`src/common/qpc_pkg.sv`:
```
// Summary of operation
// - index high at selected A/B phase reloads count from constant B unless bits 11:10 are 11; 000, 101-111 off
// - quadrature counts X1, X2 or X4 per bits 5:4; bit 6 enables B
// - quadrature interrupt stays pending until cleared; re-raised while condition persists
// - clock source 000-100 picks internal rates from carrier; 101 picks external clock
// - bits 11:10: none, count equals A, index with reload, index without reload
// - control bits 12 and 14 read zero in quadrature mode
// - bit 13 rejects pulses up to 2.5 us on A, B, index inputs
// - bit 15 enables interrupts; zero, the default, disables them
// - condition 01 drives output active while count equals constant A
// - condition bit 11 drives output active while index condition holds
// - mode 010 selects continuous pulse width modulation
// - constant A sets time before active, constant B the active width; polarity bit
// - at one (zero at the highest internal rate), toggle output, load other constant, keep counting down
// - a constant of N gives a phase of N selected clock cycles
// - highest internal clock rate adds one cycle to each phase
// - active-low gate counts while A is low, halts while high
// - active-high gate counts while A is high, halts while low
// - B is the clock only with bits 7:6 at 01/10 and source 101
// - PWM starts on software trigger write or external trigger input
// - with bit 15 set, every PWM toggle at a phase end raises an interrupt; leaving the idle level at start does not
package qpc_pkg;
  localparam int ADDR_W = 8;
  localparam int DATA_W = 16;
  localparam int CNT_W = 16;
  // register byte offsets
  localparam logic [7:0] OFF_CTRL = 8'h00;
  localparam logic [7:0] OFF_TRIG = 8'h04;
  localparam logic [7:0] OFF_CONST_A = 8'h08;
  localparam logic [7:0] OFF_CONST_B = 8'h0C;
  localparam logic [7:0] OFF_READBACK = 8'h10;
  localparam logic [7:0] OFF_STATUS = 8'h14;
  // control field positions
  localparam int CTRL_MODE_LSB = 0;
  localparam int CTRL_POL_BIT = 3;
  localparam int CTRL_AIN_LSB = 4;
  localparam int CTRL_BEN_BIT = 6;
  localparam int CTRL_BIN_LSB = 6;
  localparam int CTRL_PHASE_LSB = 7;
  localparam int CTRL_TRIG_LSB = 8;
  localparam int CTRL_ICOND_LSB = 10;
  localparam int CTRL_CLK_LSB = 10;
  localparam int CTRL_UNUSED12_BIT = 12;
  localparam int CTRL_DEB_BIT = 13;
  localparam int CTRL_UNUSED14_BIT = 14;
  localparam int CTRL_IEN_BIT = 15;
  localparam logic [15:0] CTRL_RST = 16'h0000;
  // status bits
  localparam int STAT_PEND_BIT = 0;
  localparam int STAT_RUN_BIT = 1;
  // codes
  localparam logic [2:0] MODE_QUAD = 3'h1;
  localparam logic [2:0] MODE_PWM = 3'h2;
  localparam logic [2:0] CLK_MAX_INT = 3'h4;
  localparam logic [2:0] CLK_EXT = 3'h5;
  // timing
  localparam int CLK_FREQ_KHZ = 100000;
  localparam int CLK_PERIOD_NS = 10;
  localparam int DB_TIME_NS = 2500;
  localparam int DB_CYC = (DB_TIME_NS + CLK_PERIOD_NS - 1) / CLK_PERIOD_NS;
  localparam int DB_W = 9;
  localparam int BASE_KHZ = 500;
  localparam int ACC_W = 17;
  typedef enum logic [1:0] {ST_IDLE, ST_QUAD, ST_PWM} run_state_e;
endpackage

```
`src/hw/input_debounce.sv`:
```
module input_debounce (
  input wire logic clk_sys_i, // system clock
  input wire logic sys_rst_i, // async reset, active high
  input wire logic raw_i, // raw input level
  input wire logic en_i, // filter enable
  output logic flt_o // filtered level
);
  import qpc_pkg::*;
  logic [DB_W-1:0] cnt_r;
  logic [DB_W-1:0] cnt_nxt;
  logic flt_r;
  logic flt_nxt;

  // a new level is taken only after it outlasts the reject window
  always_comb begin
    cnt_nxt = '0;
    flt_nxt = flt_r;
    if (!en_i) begin
      flt_nxt = raw_i;
    end else if (raw_i != flt_r) begin
      if (cnt_r == DB_W'(DB_CYC)) begin
        flt_nxt = raw_i;
      end else begin
        cnt_nxt = cnt_r + 1'b1;
      end
    end
  end

  always_ff @(posedge clk_sys_i or posedge sys_rst_i) begin
    if (sys_rst_i) begin
      cnt_r <= '0;
      flt_r <= 1'b0;
    end else begin
      cnt_r <= cnt_nxt;
      flt_r <= flt_nxt;
    end
  end

  assign flt_o = flt_r;
endmodule // input_debounce

```
`src/hw/quadrature_and_pwm_counter.sv`:
```
module quadrature_and_pwm_counter (
  input wire logic clk_sys_i, // 100 MHz system clock
  input wire logic sys_rst_i, // async reset, active high
  input wire logic [qpc_pkg::ADDR_W-1:0] addr_i, // register byte address
  input wire logic [qpc_pkg::DATA_W-1:0] wr_data_i, // write data
  input wire logic wr_i, // write strobe
  input wire logic rd_i, // read strobe
  output logic [qpc_pkg::DATA_W-1:0] rd_data_o, // read data, cycle after rd_i
  input wire logic carrier_32mhz_i, // carrier runs at 32 MHz, else 8 MHz
  input wire logic first_phase_gate_input_i, // channel A / gate-off
  input wire logic second_phase_clock_input_i, // channel B / external clock
  input wire logic index_trigger_i, // index / external trigger
  output logic out_o, // counter output pin level
  output logic irq_o // interrupt pending
);
  import qpc_pkg::*;

  logic [2:0] raw_in;
  logic [2:0] flt;
  logic [15:0] ctrl_r;
  logic [15:0] ctrl_nxt;
  logic [CNT_W-1:0] ca_r;
  logic [CNT_W-1:0] ca_nxt;
  logic [CNT_W-1:0] cb_r;
  logic [CNT_W-1:0] cb_nxt;
  logic [2:0] prev_r;
  logic [ACC_W-1:0] acc_r;
  logic [ACC_W-1:0] acc_nxt;
  logic int_tick;
  logic [ACC_W:0] acc_sum;
  logic [ACC_W-1:0] step;
  logic [2:0] shamt;
  run_state_e state_r;
  run_state_e state_nxt;
  logic [CNT_W-1:0] cnt_r;
  logic [CNT_W-1:0] cnt_nxt;
  logic phase_r;
  logic phase_nxt;
  logic out_r;
  logic out_nxt;
  logic pend_r;
  logic pend_nxt;
  logic [15:0] rd_r;
  logic [15:0] rd_nxt;
  logic out_act;
  logic pend_set;

  assign raw_in = {index_trigger_i, second_phase_clock_input_i, first_phase_gate_input_i};

  // one filter per input, all steered by the same enable
  for (genvar gi = 0; gi < 3; gi++) begin : g_db
    input_debounce u_db (
      .clk_sys_i(clk_sys_i),
      .sys_rst_i(sys_rst_i),
      .raw_i(raw_in[gi]),
      .en_i(ctrl_r[CTRL_DEB_BIT]),
      .flt_o(flt[gi])
    );
  end

  // control field decode
  logic [2:0] mode;
  logic pol;
  logic [1:0] ain;
  logic [1:0] bin;
  logic [2:0] psel;
  logic [1:0] tsel;
  logic [1:0] icond;
  logic [2:0] csel;
  logic ien;
  assign mode = ctrl_r[CTRL_MODE_LSB +: 3];
  assign pol = ctrl_r[CTRL_POL_BIT];
  assign ain = ctrl_r[CTRL_AIN_LSB +: 2];
  assign bin = ctrl_r[CTRL_BIN_LSB +: 2];
  assign psel = ctrl_r[CTRL_PHASE_LSB +: 3];
  assign tsel = ctrl_r[CTRL_TRIG_LSB +: 2];
  assign icond = ctrl_r[CTRL_ICOND_LSB +: 2];
  assign csel = ctrl_r[CTRL_CLK_LSB +: 3];
  assign ien = ctrl_r[CTRL_IEN_BIT];

  // filtered levels and edges; B is ignored in quadrature unless enabled
  logic a_in;
  logic b_in;
  logic idx_in;
  logic b_q;
  logic b_qp;
  logic a_rise;
  logic a_fall;
  logic b_edge;
  logic a_edge;
  assign a_in = flt[0];
  assign b_in = flt[1];
  assign idx_in = flt[2];
  assign b_q = b_in & ctrl_r[CTRL_BEN_BIT];
  assign b_qp = prev_r[1] & ctrl_r[CTRL_BEN_BIT];
  assign a_rise = a_in & ~prev_r[0];
  assign a_fall = ~a_in & prev_r[0];
  assign a_edge = a_rise | a_fall;
  assign b_edge = b_q ^ b_qp;

  // quadrature step decode
  logic inc;
  logic dec;
  always_comb begin
    inc = 1'b0;
    dec = 1'b0;
    case (ain)
      2'b01: begin
        inc = a_rise & ~b_q;
        dec = a_fall & ~b_q;
      end
      2'b10: begin
        inc = a_edge & (a_in ^ b_q);
        dec = a_edge & ~(a_in ^ b_q);
      end
      2'b11: begin
        inc = (a_edge & (a_in ^ b_q)) | (b_edge & ~(b_q ^ a_in));
        dec = (a_edge & ~(a_in ^ b_q)) | (b_edge & (b_q ^ a_in));
      end
      default: begin
        inc = 1'b0;
        dec = 1'b0;
      end
    endcase
  end

  // index phase match
  logic idx_cond;
  always_comb begin
    case (psel)
      3'h1: idx_cond = idx_in & ~a_in & b_q;
      3'h2: idx_cond = idx_in & a_in & ~b_q;
      3'h3: idx_cond = idx_in & a_in & b_q;
      3'h4: idx_cond = idx_in & ~a_in & ~b_q;
      default: idx_cond = 1'b0;
    endcase
  end

  logic eq_hit;
  logic idx_hit;
  logic reload;
  assign eq_hit = (icond == 2'b01) && (cnt_r == ca_r);
  assign idx_hit = icond[1] && idx_cond;
  assign reload = idx_cond && (icond != 2'b11);

  // external trigger edges and external clock edges
  logic trig_ext;
  logic ext_tick;
  logic gate_ok;
  logic pwm_tick;
  logic sw_trig;
  assign sw_trig = wr_i && (addr_i == OFF_TRIG);
  assign trig_ext = (tsel == 2'b01 && !idx_in && prev_r[2]) ||
                    (tsel == 2'b10 && idx_in && !prev_r[2]);
  assign ext_tick = (csel == CLK_EXT) &&
                    ((bin == 2'b01 && !b_in && prev_r[1]) ||
                     (bin == 2'b10 && b_in && !prev_r[1]));
  always_comb begin
    case (ain)
      2'b01: gate_ok = !a_in;
      2'b10: gate_ok = a_in;
      default: gate_ok = 1'b1;
    endcase
  end
  assign pwm_tick = gate_ok && (int_tick || ext_tick);

  // rate generator: fractional accumulator, exact for every internal rate
  assign shamt = csel + (carrier_32mhz_i ? 3'h2 : 3'h0);
  assign step = ACC_W'(BASE_KHZ) << shamt;
  assign acc_sum = {1'b0, acc_r} + {1'b0, step};
  always_comb begin
    int_tick = 1'b0;
    acc_nxt = acc_r;
    if (csel <= CLK_MAX_INT) begin
      if (acc_sum >= (ACC_W + 1)'(CLK_FREQ_KHZ)) begin
        int_tick = 1'b1;
        acc_nxt = ACC_W'(acc_sum - (ACC_W + 1)'(CLK_FREQ_KHZ));
      end else begin
        acc_nxt = acc_sum[ACC_W-1:0];
      end
    end
  end

  always_ff @(posedge clk_sys_i or posedge sys_rst_i) begin
    if (sys_rst_i) begin
      acc_r <= '0;
      prev_r <= '0;
    end else begin
      acc_r <= acc_nxt;
      prev_r <= {idx_in, b_in, a_in};
    end
  end

  // register writes
  always_comb begin
    ctrl_nxt = ctrl_r;
    ca_nxt = ca_r;
    cb_nxt = cb_r;
    if (wr_i) begin
      case (addr_i)
        OFF_CTRL: ctrl_nxt = wr_data_i;
        OFF_CONST_A: ca_nxt = wr_data_i;
        OFF_CONST_B: cb_nxt = wr_data_i;
        default: ctrl_nxt = ctrl_r;
      endcase
    end
  end

  // phase end: a constant of N lasts N ticks, one more at the top rate
  logic done;
  assign done = (csel == CLK_MAX_INT) ? (cnt_r == '0) : (cnt_r <= CNT_W'(1));

  // counter engine
  always_comb begin
    state_nxt = state_r;
    cnt_nxt = cnt_r;
    phase_nxt = phase_r;
    out_act = 1'b0;
    pend_set = 1'b0;
    case (state_r)
      ST_IDLE: begin
        if (sw_trig && mode == MODE_QUAD) begin
          state_nxt = ST_QUAD;
        end else if ((sw_trig || trig_ext) && mode == MODE_PWM) begin
          state_nxt = ST_PWM;
          cnt_nxt = ca_r;
          phase_nxt = 1'b0;
        end
      end
      ST_QUAD: begin
        if (reload) begin
          cnt_nxt = cb_r;
        end else if (inc && !dec) begin
          cnt_nxt = cnt_r + 1'b1;
        end else if (dec && !inc) begin
          cnt_nxt = cnt_r - 1'b1;
        end
        out_act = eq_hit || idx_hit;
        pend_set = eq_hit || idx_hit;
      end
      ST_PWM: begin
        if (pwm_tick) begin
          if (done) begin
            phase_nxt = !phase_r;
            cnt_nxt = phase_r ? ca_r : cb_r;
            pend_set = 1'b1;
          end else begin
            cnt_nxt = cnt_r - 1'b1;
          end
        end
        out_act = phase_nxt;
      end
      default: state_nxt = ST_IDLE;
    endcase
    // a control write stops the engine so it restarts cleanly on a trigger
    if (wr_i && addr_i == OFF_CTRL) begin
      state_nxt = ST_IDLE;
      phase_nxt = 1'b0;
    end
  end

  // output level and pending flag; a new event beats a same-cycle clear
  logic clr;
  assign clr = wr_i && (addr_i == OFF_STATUS) && wr_data_i[STAT_PEND_BIT];
  // the level follows the next state, so a start shows the inactive level at once
  always_comb begin
    out_nxt = 1'b1;
    if (state_nxt != ST_IDLE) begin
      out_nxt = out_act ? pol : !pol;
    end
    pend_nxt = ien && ((pend_r && !clr) || pend_set);
  end

  // read mux; unused control bits are masked here rather than in storage
  logic [15:0] ctrl_rd;
  always_comb begin
    ctrl_rd = ctrl_r;
    ctrl_rd[CTRL_UNUSED14_BIT] = 1'b0;
    if (mode == MODE_QUAD) begin
      ctrl_rd[CTRL_UNUSED12_BIT] = 1'b0;
    end
    rd_nxt = 16'h0000;
    if (rd_i) begin
      case (addr_i)
        OFF_CTRL: rd_nxt = ctrl_rd;
        OFF_CONST_A: rd_nxt = ca_r;
        OFF_CONST_B: rd_nxt = cb_r;
        OFF_READBACK: rd_nxt = cnt_r;
        OFF_STATUS: begin
          rd_nxt[STAT_PEND_BIT] = pend_r;
          rd_nxt[STAT_RUN_BIT] = (state_r != ST_IDLE);
        end
        default: rd_nxt = 16'h0000;
      endcase
    end
  end

  always_ff @(posedge clk_sys_i or posedge sys_rst_i) begin
    if (sys_rst_i) begin
      ctrl_r <= CTRL_RST;
      ca_r <= '0;
      cb_r <= '0;
      state_r <= ST_IDLE;
      cnt_r <= '0;
      phase_r <= 1'b0;
      out_r <= 1'b1;
      pend_r <= 1'b0;
      rd_r <= 16'h0000;
    end else begin
      ctrl_r <= ctrl_nxt;
      ca_r <= ca_nxt;
      cb_r <= cb_nxt;
      state_r <= state_nxt;
      cnt_r <= cnt_nxt;
      phase_r <= phase_nxt;
      out_r <= out_nxt;
      pend_r <= pend_nxt;
      rd_r <= rd_nxt;
    end
  end

  assign out_o = out_r;
  assign irq_o = pend_r;
  assign rd_data_o = rd_r;

  logic stay;
  assign stay = !(wr_i && addr_i == OFF_CTRL);
endmodule // quadrature_and_pwm_counter

```
`config.mk`:
```
export PLATFORM = sky130hd
export DESIGN_NAME = quadrature_and_pwm_counter
export DESIGN_NICKNAME = d
export VERILOG_FILES = /design/src/common/qpc_pkg.sv /design/src/hw/input_debounce.sv /design/src/hw/quadrature_and_pwm_counter.sv
export SDC_FILE = /design/constraint.sdc
export NUM_CORES = 1
export LEC_CHECK = 0
export BUFFER_PORTS_ARGS = -buffer_cell sky130_fd_sc_hd__buf_4
export CORE_MARGIN = 2
export CORE_UTILIZATION = 60
export CTS_BUF_LIST = sky130_fd_sc_hd__clkbuf_8
export CTS_CLUSTER_SIZE = 40
export DETAILED_ROUTE_END_ITERATION = 10
export PLACE_DENSITY_LB_ADDON = 0.15
export SLEW_MARGIN = 40
export SYNTH_ARGS = -nofsm -noshare
export SYNTH_HDL_FRONTEND = slang
export SYNTH_SLANG_ARGS = --single-unit
```
`constraint.sdc`:
```
create_clock -name clk_sys_i -period 5.3 [get_ports clk_sys_i]
set_input_delay 0 -clock clk_sys_i [delete_from_list [all_inputs] [get_ports clk_sys_i]]
set_output_delay 0 -clock clk_sys_i [all_outputs]
set_load 0.05 [all_outputs]
```
# [Yosys cells after proc, flatten, opt, wreduce, memory -nomap -nowiden]
# Cells that the tools add are included.
[word_totals] regBits=135 out_inout_bits=18 wordCells=208
[classes] n_addsub=8 n_lt_le_gt_ge=3 n_eq_ne=43 shift=1 mux=56 bitwise_logic=25 n_reduce_logical=55
[ops] operator="two-way mux 16 bit" n=9
[ops] operator="two-way mux 9 bit" n=9
[ops] operator="case mux 14 bit (4 select lines)" n=1
[ops] operator="case mux 16 bit (3 select lines)" n=1
[ops] operator="adder 9 x 1 -> 9 bit, second input constant" n=3
[ops] operator="== test 9 x 8 -> 1 bit, second input constant" n=3
[ops] operator="logical AND 1 bit" n=23
[ops] operator="two-way mux 1 bit" n=22
[ops] operator="adder 17 x 17 -> 18 bit" n=1
[ops] operator=">= comparator 18 x 17 -> 1 bit, second input constant" n=1
[ops] operator="two-way mux 17 bit" n=1
[ops] operator="left shift 9 x 3 -> 17 bit, first input constant" n=1
[ops] operator="subtractor 17 bit, second input constant" n=1
[ops] operator="adder 16 x 1 -> 16 bit, second input constant" n=1
[ops] operator="AND 1 bit" n=16
[ops] operator="== test 16 bit" n=1
[ops] operator="== test 8 x 4 -> 1 bit, second input constant" n=2
[ops] operator="== test 8 x 5 -> 1 bit, second input constant" n=2
[ops] operator="less-or-equal comparator 16 x 1 -> 1 bit, second input constant" n=1
[ops] operator="logical NOT 16 bit" n=1
[ops] operator="subtractor 16 x 1 -> 16 bit, second input constant" n=1
[ops] operator="inequality test 2 x 1 -> 1 bit, second input constant" n=6
[ops] operator="AND reduction 2 bit" n=6
[ops] operator="== test 2 x 1 -> 1 bit, second input constant" n=5
[ops] operator="other kinds (29)" n=73

# [Depth between registers and ports, before layout]
# Gate-level depths: netlist (run 1).
[logic_depth] depth_word=13 depth_mapped=19 ltp_nobuf=19

# [By module]
# Synthesis (run 1) repeated with hierarchy kept, for this count alone.
[hier_totals] cells_unflattened=959 hier_area_um2=9233.9
[modules_own_cells] module="quadrature_and_pwm_counter" instances=1 cells_each=806 area_per_inst_um2=7631.1 seq_area_each_um2=2553.7
[modules_own_cells] module="input_debounce" instances=3 cells_each=51 area_per_inst_um2=534.3 seq_area_each_um2=250.2

# [Worst setup path after synthesis (run 1)]
# No wires, ideal clock.
[synth_timing] kind="register to register" startpoint="register ctrl_r[11]" endpoint="register cnt_r[0]" setup_ps=125 arrival_time_ps=4113 required_ps=5175 path_slack_ps=1062 path_stages_with_launch=18 period_less_slack_ps=4238 path_cell_list="dfrtp_1 -> ha_1 -> xor2_1 -> clkbuf_1 -> a21oi_1 -> or2_2 -> ha_1 -> a21oi_1 -> o21a_2 -> a2111oi_4 -> or3_1 -> a211oi_2 -> a31oi_2 -> a21oi_4 -> o21ai_2 -> a21oi_4 -> buf_12 -> mux2_4"
[synth_between] elab_chain_cells=10 elab_cells_between_ends=22 classes_between="add/sub: 2; order compare: 2; eq/ne: 5; shift: 1; mux: 7; reduce/logical: 5"
[synth_rtl] item="start: declaration" line="quadrature_and_pwm_counter.sv:20" source="logic [15:0] ctrl_r;"
[synth_rtl] item="start signal: assignment" line="quadrature_and_pwm_counter.sv:310" source="ctrl_r <= ctrl_nxt;"
[synth_rtl] item="adder 3 x 2 -> 3 bit" line="quadrature_and_pwm_counter.sv:168" source="assign shamt = csel + (carrier_32mhz_i ? 3'h2 : 3'h0);"
[synth_rtl] item="left shift 9 x 3 -> 17 bit" line="quadrature_and_pwm_counter.sv:169" source="assign step = ACC_W'(BASE_KHZ) << shamt;"
[synth_rtl] item="adder 17 x 17 -> 18 bit" line="quadrature_and_pwm_counter.sv:170" source="assign acc_sum = {1'b0, acc_r} + {1'b0, step};"
[synth_rtl] item=">= comparator 18 x 17 -> 1 bit" line="quadrature_and_pwm_counter.sv:175" source="if (acc_sum >= (ACC_W + 1)'(CLK_FREQ_KHZ)) begin"
[synth_rtl] item="two-way mux 1 bit" line="quadrature_and_pwm_counter.sv:175"
[synth_rtl] item="two-way mux 1 bit" line="quadrature_and_pwm_counter.sv:174" source="if (csel <= CLK_MAX_INT) begin"
[synth_rtl] item="logical OR 1 bit" line="quadrature_and_pwm_counter.sv:165" source="assign pwm_tick = gate_ok && (int_tick || ext_tick);"
[synth_rtl] item="logical AND 1 bit" line="quadrature_and_pwm_counter.sv:165"
[synth_rtl] item="inequality test 2 bit (no source line)"
[synth_rtl] item="AND reduction 5 bit (no source line)"
[synth_rtl] item="end signal: assignment" line="quadrature_and_pwm_counter.sv:314" source="cnt_r <= cnt_nxt;"
[synth_rtl] item="end: declaration" line="quadrature_and_pwm_counter.sv:35" source="logic [CNT_W-1:0] cnt_r;"
# Several ways; a longest one is shown, not always the timed one. The select of a mux whose other input is x is not followed.
# A chain may end at the register's enable or synchronous reset.

# [Final worst setup path (run 1)]
[layout_timing] startpoint="register ctrl_r[11]" endpoint="register cnt_r[11]"
# Same word-level chain as after synthesis.

==> out/results.ini, run 1 <==
[final_layout]
nets = 1104
utilization_pct = 69.2
areaGrowthSynthToFinish_pct = 11.7
diodes = 0
drive_above_1_share_pct = 17.7

[die]
die_w_um = 127
num_rows = 44
die-area_um2 = 16100
core_um2 = 14600
io-pin-count = 50
start_util_pct = 62.0
die_h_um = 127

[timing]
setup_tns_ns = 0
setup_viol = 0
skew_ns = 0.0110
hold_viol_final = 0
rsz0062_at_grt = false
slew_viol_final = 0
relSlewSlack_pct = 44.3
min_period_ns = 4.76
period_share_pct = 89.8
max_freq_mhz = 210
tightest_slew_ns = 0.835

[clock_tree]
clock-sinks = 132
postCtsSetupRepairBufs = 0
path_clk_slew_ns = 0.08
htree_levels = 4
cts_made_buffers = 17
cts_root_buffer = clkbuf_8
clk_latency_ns = 0.48
cts-resized-gates = 0
cts_hold_buf = 22
clk_path_buf_depth = 2
cts_tree = done

[routing]
drt_first_pass_iters = 5
vias_per_cell = 6.01
drc = 0
vias = 7413
antenna_left = 0
drtIter0Drc = 617
wl_um = 22400
wl_per_cell_um = 18.2

[critical_path]
cp_max_fo = 16
worstSetupPathType = flip-flop to flip-flop
crit_buf_inv = 2
worstPathCellList = ha_1 -> xor2_1 -> buf_4 -> nor2_1 -> or2_2 -> ha_1 -> o211ai_1 -> o21a_2 -> a2111oi_4 -> o21ai_2 -> a211oi_2 -> a31oi_2 -> a21oi_4 -> o21ai_2 -> a21oi_4 -> buf_4 -> mux2_2
critPathSlowestCell = dfrtp_1
max_stage_delay_ns = 0.50
cpLargestDelayFamily = compound AO/OA/AOI/OAI gates
required_ns = 5.66
cp-end-kind = flip-flop
critPathArrivalTime_ns = 5.12
r2r_cells = 17
critical_path_cell_count = 17
start_kind = flip-flop

[synth]
syn_inst = 1003
synth_seq_area_share_pct = 36.4
yosysUniqueCellTypes = 69
synth_simple_gate_area_share_pct = 18.8
synth_edf_count = 0
synthAdderAreaFrac_pct = 5.04
synth_top_area_share_pct = 36.1
synth_top_family_by_area = simple AND/OR/NAND/NOR gates
synth.avg_cell_area_um2 = 9.05
synth_compound_area_share_pct = 12.9
yosysMostFrequentCell = dfrtp_1
synthTopCellsByCount = dfrtp_1, nand2_1, nor2_1, clkbuf_1, mux2_2
synth_nets = 1071
synth.mux.area_fraction_pct = 14.2
yosysTopAreaCell = dfrtp_1
ys_ff_latch = 132
synth-main-ff-cell = dfrtp_1
netlist_area_um2 = 9080
synth-xor-area-share_pct = 8.59
ys_warn_count = 0
synthTopCellsByArea = dfrtp_1, mux2_2, mux2i_1
ys_async_sr_fraction_pct = 100

[status]
status = completed

[place]
portBuffers = 49
gp_congestion = 0.946
hpwl_um = 15300

[worst_hold_path]
holdPathStages = 5
hp-class = input pin to flip-flop

[pwr]
power.leakage_uw = 0.00459
finalPower_uw = 4290
powerDensity_nw_per_um2 = 423
ir_drop_mv = 0.219

[grt]
first_global_vias = 7266
grt_pass1_wl_um = 37300
grt_max_degree = 68
grt_antenna_before_repair = 0
grt_overflow = 0
grt_usage_pct = 29.2

[flow_run]
maxCapViolations = 0

[layout make-up]
class                      instances  area [um^2]
multi-input combinational        780         5440
fill                            1153         4510
sequential                       132         3300
timing repair buffer              80          659
clock buffer                      17          234
tap                              184          230
clock inverter                    15          165
inverter                          25         98.8
[metrics by stage]
| step | hold slack, ns | cells | setup slack, ns | cell area (um^2) |
|---|---|---|---|---|
| after floorplan | 0.105 | 1003 | 1.06 | 9080 |
| after global placement | 0.124 | 1179 | 0.722 | 9480 |
| after detailed placement | 0.130 | 1179 | 0.594 | 9490 |
| after CTS | 0.0883 | 1233 | 0.563 | 10100 |
| after global routing | 0.148 | 1233 | 0.232 | 10100 |
| final | 0.128 | 1233 | 0.540 | 10100 |
[logic make-up (layout without fill, tap and decap cells)]
family                   count (synthesis)  in the layout
AO/OA/AOI/OAI                          178            178
XOR/XNOR                                89             89
adder cells (fa/ha/maj)                 36             36
buffers and inverters                   91            137
flip-flops                             132            132
multiplexers                           117            117
AND/OR/NAND/NOR                        360            360
[routing by layer]
metal	vias up	global-route usage (%)	part of all wire (%)
met5	-	0	0
met4	0	10.1	2.1
met3	35	5.23	5.8
met2	237	46.8	46
met1	3557	40.3	46
li1	3584	-	-
[worst paths after layout]
| check | endpoint | slack [ns] | startpoint |
|---|---|---|---|
| hold / removal | rd_data_o[0]$_DFF_PP0_ | 0.13 | addr_i[6] |
| min in group asynchronous | acc_r[4]$_DFFE_PP0N_ | 0.16 | sys_rst_i |
| max in group asynchronous | ca_r[14]$_DFFE_PP0P_ | 4.15 | sys_rst_i |
| hold reg to reg | acc_r[2]$_DFFE_PP0N_ | 0.49 | acc_r[2]$_DFFE_PP0N_ |
| setup / recovery | cnt_r[11]$_DFFE_PP0P_ | 0.54 | ctrl_r[11]$_DFFE_PP0P_ |
| setup reg to reg | cnt_r[11]$_DFFE_PP0P_ | 0.54 | ctrl_r[11]$_DFFE_PP0P_ |
[placed cells by master, fill, tap and decap left out, types with 5 or more instances in the layout]
| master | netlist | layout |
|---|---|---|
| nand2b_1 | 6 | 5 |
| nor4_1 | 11 | 9 |
| nand3_1 | 32 | 31 |
| nand2_1 | 114 | 114 |
| nor2_1 | 104 | 104 |
| nor2b_1 | 7 | 7 |
| mux2_2 | 55 | 55 |
| ha_1 | 35 | 32 |
| o21ai_0 | 41 | 41 |
| a22oi_1 | 12 | 12 |
| dfrtp_1 | 131 | 131 |
| a21oi_1 | 52 | 52 |
| o211ai_1 | 10 | 10 |
| clkbuf_8 | 0 | 17 |
| nand4_1 | 13 | 13 |
| and3_1 | 5 | 5 |
| mux2i_1 | 52 | 52 |
| dlygate4sd3_1 | 0 | 22 |
| nor3_1 | 13 | 13 |
| buf_4 | 0 | 57 |
| or3_1 | 6 | 6 |
| inv_6 | 0 | 5 |
| mux2_4 | 9 | 9 |
| inv_1 | 25 | 24 |
| and2_1 | 21 | 21 |
| xor2_1 | 43 | 43 |
| o22ai_1 | 17 | 17 |
| xnor2_1 | 46 | 46 |
[flip-flops by register name (all words and copies together), names as in the netlist, 2 cells and up]
register / cells
state_r: 2
prev_r: 3
g_db.u_db.flt_o: 3
cnt_r: 16
ctrl_r: 15
g_db.u_db.cnt_r: 27
ca_r: 16
cb_r: 16
acc_r: 15
rd_data_o: 16
[power by group]
part	leakage, uW	internal, uW	total [uW]	switching [uW]
logic	0.00264	918	2000	1090
registers	0.00174	1150	1410	256
clock network	0.000202	393	874	482
[tightest hold or removal path, stage by stage]
cell and delay, ns:
buf_4 0.08, nor3_1 0.07, and3_1 0.22, a21oi_1 0.15, nor2b_1 0.05
Power figures use the tool's default switching activity.
==> run 2, diff against run 1 <==
- BUFFER_PORTS_ARGS: -buffer_cell sky130_fd_sc_hd__buf_4 -> default
- DONT_BUFFER_PORTS: default -> 1
==> run 2 against run 1 <==
Effect of this change:
- count of clock-buffer cells in the layout unchanged
- wire length increased by 1.7%
- die area stayed put
- sequential power barely moved
- global-route usage increased by 0.083 points
- clock power up 1%
- maximum frequency is 0.86% higher
- combinational power about the same
- non-clock buffer count fell by 23
- final area is 0.98% lower
- sequential cell count unchanged
- final cell count down 1.7%
==> out/results.ini, run 2 (synthesized netlist as in run 1, its figures left out) <==
[status]
status = completed

[timing]
period_share_pct = 89.0
setup_viol = 0
hold_viol_final = 0
rsz0062_at_grt = false
slew_viol_final = 0
skew_ns = 0.0173
relSlewSlack_pct = 48.5
min_period_ns = 4.72
tightest_slew_ns = 0.767
max_freq_mhz = 212
setup_tns_ns = 0

[final_layout]
regMostFlops = g_db.u_db.cnt_r
largest_reg_flops = 27
nets = 1081
final_cell_mix = dfrtp_1, nand2_1, nor2_1, mux2_2
drive_above_1_share_pct = 13.5
final_common_cell = dfrtp_1
areaGrowthSynthToFinish_pct = 10.6
utilization_pct = 68.5

[grt]
grt_overflow = 0
first_global_vias = 7090
grt_max_degree = 80
grt_usage_pct = 29.3
grt_pass1_wl_um = 37000
grt_antenna_before_repair = 2

[clock_tree]
cts_root_buffer = clkbuf_8
htree_levels = 4
clock-sinks = 132
path_clk_slew_ns = 0.09
cts_hold_buf = 50
cts_made_buffers = 17
clk_latency_ns = 0.48
cts_tree = done
postCtsSetupRepairBufs = 0
clk_path_buf_depth = 2
cts-resized-gates = 0

[critical_path]
cp_max_fo = 16
max_stage_delay_ns = 0.49
critPathSlowestCell = dfrtp_1
critPathArrivalTime_ns = 5.09
start_kind = flip-flop
cp-end-kind = flip-flop
worstSetupPathType = flip-flop to flip-flop
crit_buf_inv = 2
required_ns = 5.67
worstPathCellList = ha_1 -> xor2_1 -> buf_4 -> nor2_1 -> or2_2 -> ha_1 -> o211ai_1 -> o21a_2 -> a2111oi_4 -> o21ai_2 -> a211oi_2 -> a31oi_2 -> a21oi_4 -> o21ai_2 -> a21oi_4 -> buf_4 -> mux2_2
ff2ff_setup_slack_ns = 0.58
cpLargestDelayFamily = compound AO/OA/AOI/OAI gates

[routing]
drt_first_pass_iters = 5
wl_um = 22800
vias = 7351
vias_per_cell = 6.07
drc = 0
wl_per_cell_um = 18.8
drtIter0Drc = 496
antenna_left = 0

[die]
die_w_um = 127
core_um2 = 14600
die-area_um2 = 16100
die_h_um = 127
io-pin-count = 50
start_util_pct = 62.0
num_rows = 44

[worst_hold_path]
hp-class = input pin to flip-flop

[place]
portBuffers = 0
gp_congestion = 0.902
hpwl_um = 14800

[pwr]
ir_drop_mv = 0.333
finalPower_uw = 4280
power.leakage_uw = 0.00443
powerDensity_nw_per_um2 = 427

[flow_run]
maxCapViolations = 0

## run 2: metrics by stage
| stage | hold WS (ns) | cells | worst slack, ns | cell area [um^2] |
|---|---|---|---|---|
| floorplan | 0.105 | 1003 | 1.06 | 9080 |
| global placement | 0.0261 | 1128 | 0.760 | 9100 |
| detailed placement | 0.0309 | 1128 | 0.620 | 9130 |
| CTS | 0.00284 | 1210 | 0.604 | 10000 |
| global route | 0.0113 | 1212 | 0.292 | 10000 |
| finish | 0.0179 | 1212 | 0.580 | 10000 |
## run 2: path summary, 6_finish.rpt
check	cells after the start	end	startpoint
setup / recovery	17	cnt_r[10]$_DFFE_PP0P_	ctrl_r[11]$_DFFE_PP0P_
hold / removal	3	rd_data_o[14]$_DFF_PP0_	addr_i[2]
setup reg to reg	17	cnt_r[10]$_DFFE_PP0P_	ctrl_r[11]$_DFFE_PP0P_
hold reg to reg	2	acc_r[2]$_DFFE_PP0N_	acc_r[2]$_DFFE_PP0N_
max in group asynchronous	3	cnt_r[3]$_DFFE_PP0P_	sys_rst_i
min in group asynchronous	2	g_db[1].u_db.cnt_r[5]$_DFF_PP0_	sys_rst_i
## run 2: routing by layer
layer	GRT usage [%]	wire, um	vias to the layer above
met3	5.61	1340	39
met1	40.9	10600	3550
met5	0	0	-
met4	12.4	567	0
li1	-	-	3537
met2	45.0	10300	225
## run 2: final cells by class
class / instances / area (um^2)
flip-flops and latches: 132 / 3300
clock buffers: 17 / 234
multi-input cells: 780 / 5450
repair buffers: 57 / 543
diodes: 2 / 5.00
clock inverters: 15 / 168
inverters: 25 / 98.8
fillers: 1143 / 4610
well taps: 184 / 230
## run 2: worst min-delay path, delay by kind of cell
kind	cells	cell delay (ns)
compound gates	1	0.21
mux	1	0.07
simple gates	1	0.17
## run 2: report_power, final
group / switching, uW / internal, uW
Clock: 454 / 429
Sequential: 264 / 1160
Combinational: 1080 / 903
Total: 1790 / 2490
==> run 3, diff against run 2 <==
- HOLD_SLACK_MARGIN: default -> 0.15
- REMOVE_ABC_BUFFERS: default -> 1
==> run 3 against run 2 <==
Effect of this change:
- worst hold slack improved by 0.12 ns
- die area unchanged
- clock power grew 3.4%
==> out/results.ini, run 3 (synthesized netlist as in run 1, its figures left out) <==
[final_layout]
areaGrowthSynthToFinish_pct = 12.5
regMostFlops = g_db.u_db.cnt_r
utilization_pct = 69.8
final_common_cell = dfrtp_1
drive_above_1_share_pct = 13.1
nets = 1096
largest_reg_flops = 27
diodes = 0
final_cell_mix = dfrtp_1, nand2_1, nor2_1, dlygate4sd3_1, mux2_2

[pwr]
finalPower_uw = 4320
ir_drop_mv = 0.325
power.leakage_uw = 0.00453
powerDensity_nw_per_um2 = 423

[routing]
drtIter0Drc = 559
drt_first_pass_iters = 5
wl_per_cell_um = 18.7
antenna_left = 0
vias_per_cell = 6.14
wl_met3_um = 1280
wl_met2_um = 10900
vias = 7517
wl_um = 23000
routed.top_layer = met4
wl_met1_um = 10200
drc = 0

[critical_path]
critPathArrivalTime_ns = 5.35
worstSetupPathType = flip-flop to flip-flop
cp_max_fo = 13
required_ns = 5.68
start_kind = flip-flop
cp-end-kind = flip-flop

[grt]
grt_max_degree = 73
grt_usage_pct = 29.4
grt_pass1_wl_um = 37400
grt_antenna_before_repair = 0
first_global_vias = 7097
grt_overflow = 0

[timing]
max_freq_mhz = 201
relSlewSlack_pct = 47.0
setup_tns_ns = 0
skew_ns = 0.0126
slew_viol_final = 0
rsz0062_at_grt = false
period_share_pct = 93.7
tightest_slew_ns = 0.793
min_period_ns = 4.97
hold_viol_final = 0
setup_viol = 0

[die]
io-pin-count = 50
start_util_pct = 62.0
num_rows = 44
die-area_um2 = 16100
core_um2 = 14600
die_h_um = 127
die_w_um = 127

[clock_tree]
clock-sinks = 132
path_clk_slew_ns = 0.07
htree_levels = 4
clk_latency_ns = 0.46
cts_tree = done
clk_path_buf_depth = 2
cts_made_buffers = 17
postCtsSetupRepairBufs = 0
cts_root_buffer = clkbuf_8

[worst_hold_path]
hp-class = input pin to async pin

[place]
hpwl_um = 14800
gp_congestion = 0.899
portBuffers = 0

[flow_run]
maxCapViolations = 0

[status]
status = completed

run 3: cell count changes in the layout (fill, tap and decap cells not counted), sizes merged:
cell         change
clkbuf           +1
dlygate4sd3     +12
clkinvlp         -1
clkinv           +1
diode            -2
bufinv           +2
buf              +3
inv              -3
run 3: final timing paths:
kind,from,to,slack (ns),depth (start not counted)
setup / recovery,ctrl_r[11]$_DFFE_PP0P_,phase_r$_DFFE_PP0P_,0.33,17
hold / removal,sys_rst_i,g_db[2].u_db.cnt_r[3]$_DFF_PP0_,0.14,2
setup reg to reg,ctrl_r[11]$_DFFE_PP0P_,phase_r$_DFFE_PP0P_,0.33,17
hold reg to reg,acc_r[2]$_DFFE_PP0N_,acc_r[2]$_DFFE_PP0N_,0.49,2
max in group asynchronous,sys_rst_i,cnt_r[4]$_DFFE_PP0P_,4.13,3
min in group clk_sys_i,wr_i,ca_r[3]$_DFFE_PP0P_,0.18,3
run 3: routing by layer:
| layer | GRT usage (%) | vias to the layer above |
|---|---|---|
| li1 | - | 3574 |
| met1 | 40.3 | 3654 |
| met5 | 0 | - |
| met3 | 5.86 | 47 |
| met4 | 9.50 | 0 |
| met2 | 47.4 | 242 |
run 3: timing repair:
item / 4_1_cts / 5_1_grt
setup endpoints to repair: 0 / 0
hold buffers: 62 / 0
endpoints found under the hold margin: 168 / 0
gates resized for setup: 0 / 0
run 3: area by class of cell:
cell class | count | area, um^2
tap | 184 | 230
clock buffer | 18 | 248
inverter | 25 | 98.8
multi-input combinational | 780 | 5440
fill | 1142 | 4430
clock inverter | 14 | 170
timing repair buffer | 72 | 719
sequential | 132 | 3300
run 3: per-stage QoR:
stage               hold WS (ns)  instance area (um^2)  worst slack (ns)  std cells
global placement          0.0135                  9130             0.596       1131
detailed placement        0.0167                  9140             0.417       1131
CTS                        0.164                 10200             0.359       1225
finish                     0.141                 10200             0.332       1225
floorplan                  0.105                  8800             0.693        937
global route               0.179                 10200            0.0313       1225
run 3: critical path, stage by stage (launching register included):
cell      delay (ns)
dfrtp_1         0.51
ha_1            0.22
xor2_1          0.38
buf_4           0.23
nor3_1          0.06
ha_1            0.24
fa_1            0.43
a211oi_1        0.40
o21ai_1         0.22
a21oi_2         0.25
xnor2_1         0.23
o211ai_1        0.18
a31oi_2         0.34
a21oi_4         0.10
buf_4           0.21
o41ai_2         0.42
mux2_1          0.35
a21oi_1         0.12
run 3: power by group:
group	internal [uW]	switching, uW
Clock	514	399
Combinational	918	1060
Sequential	1160	272
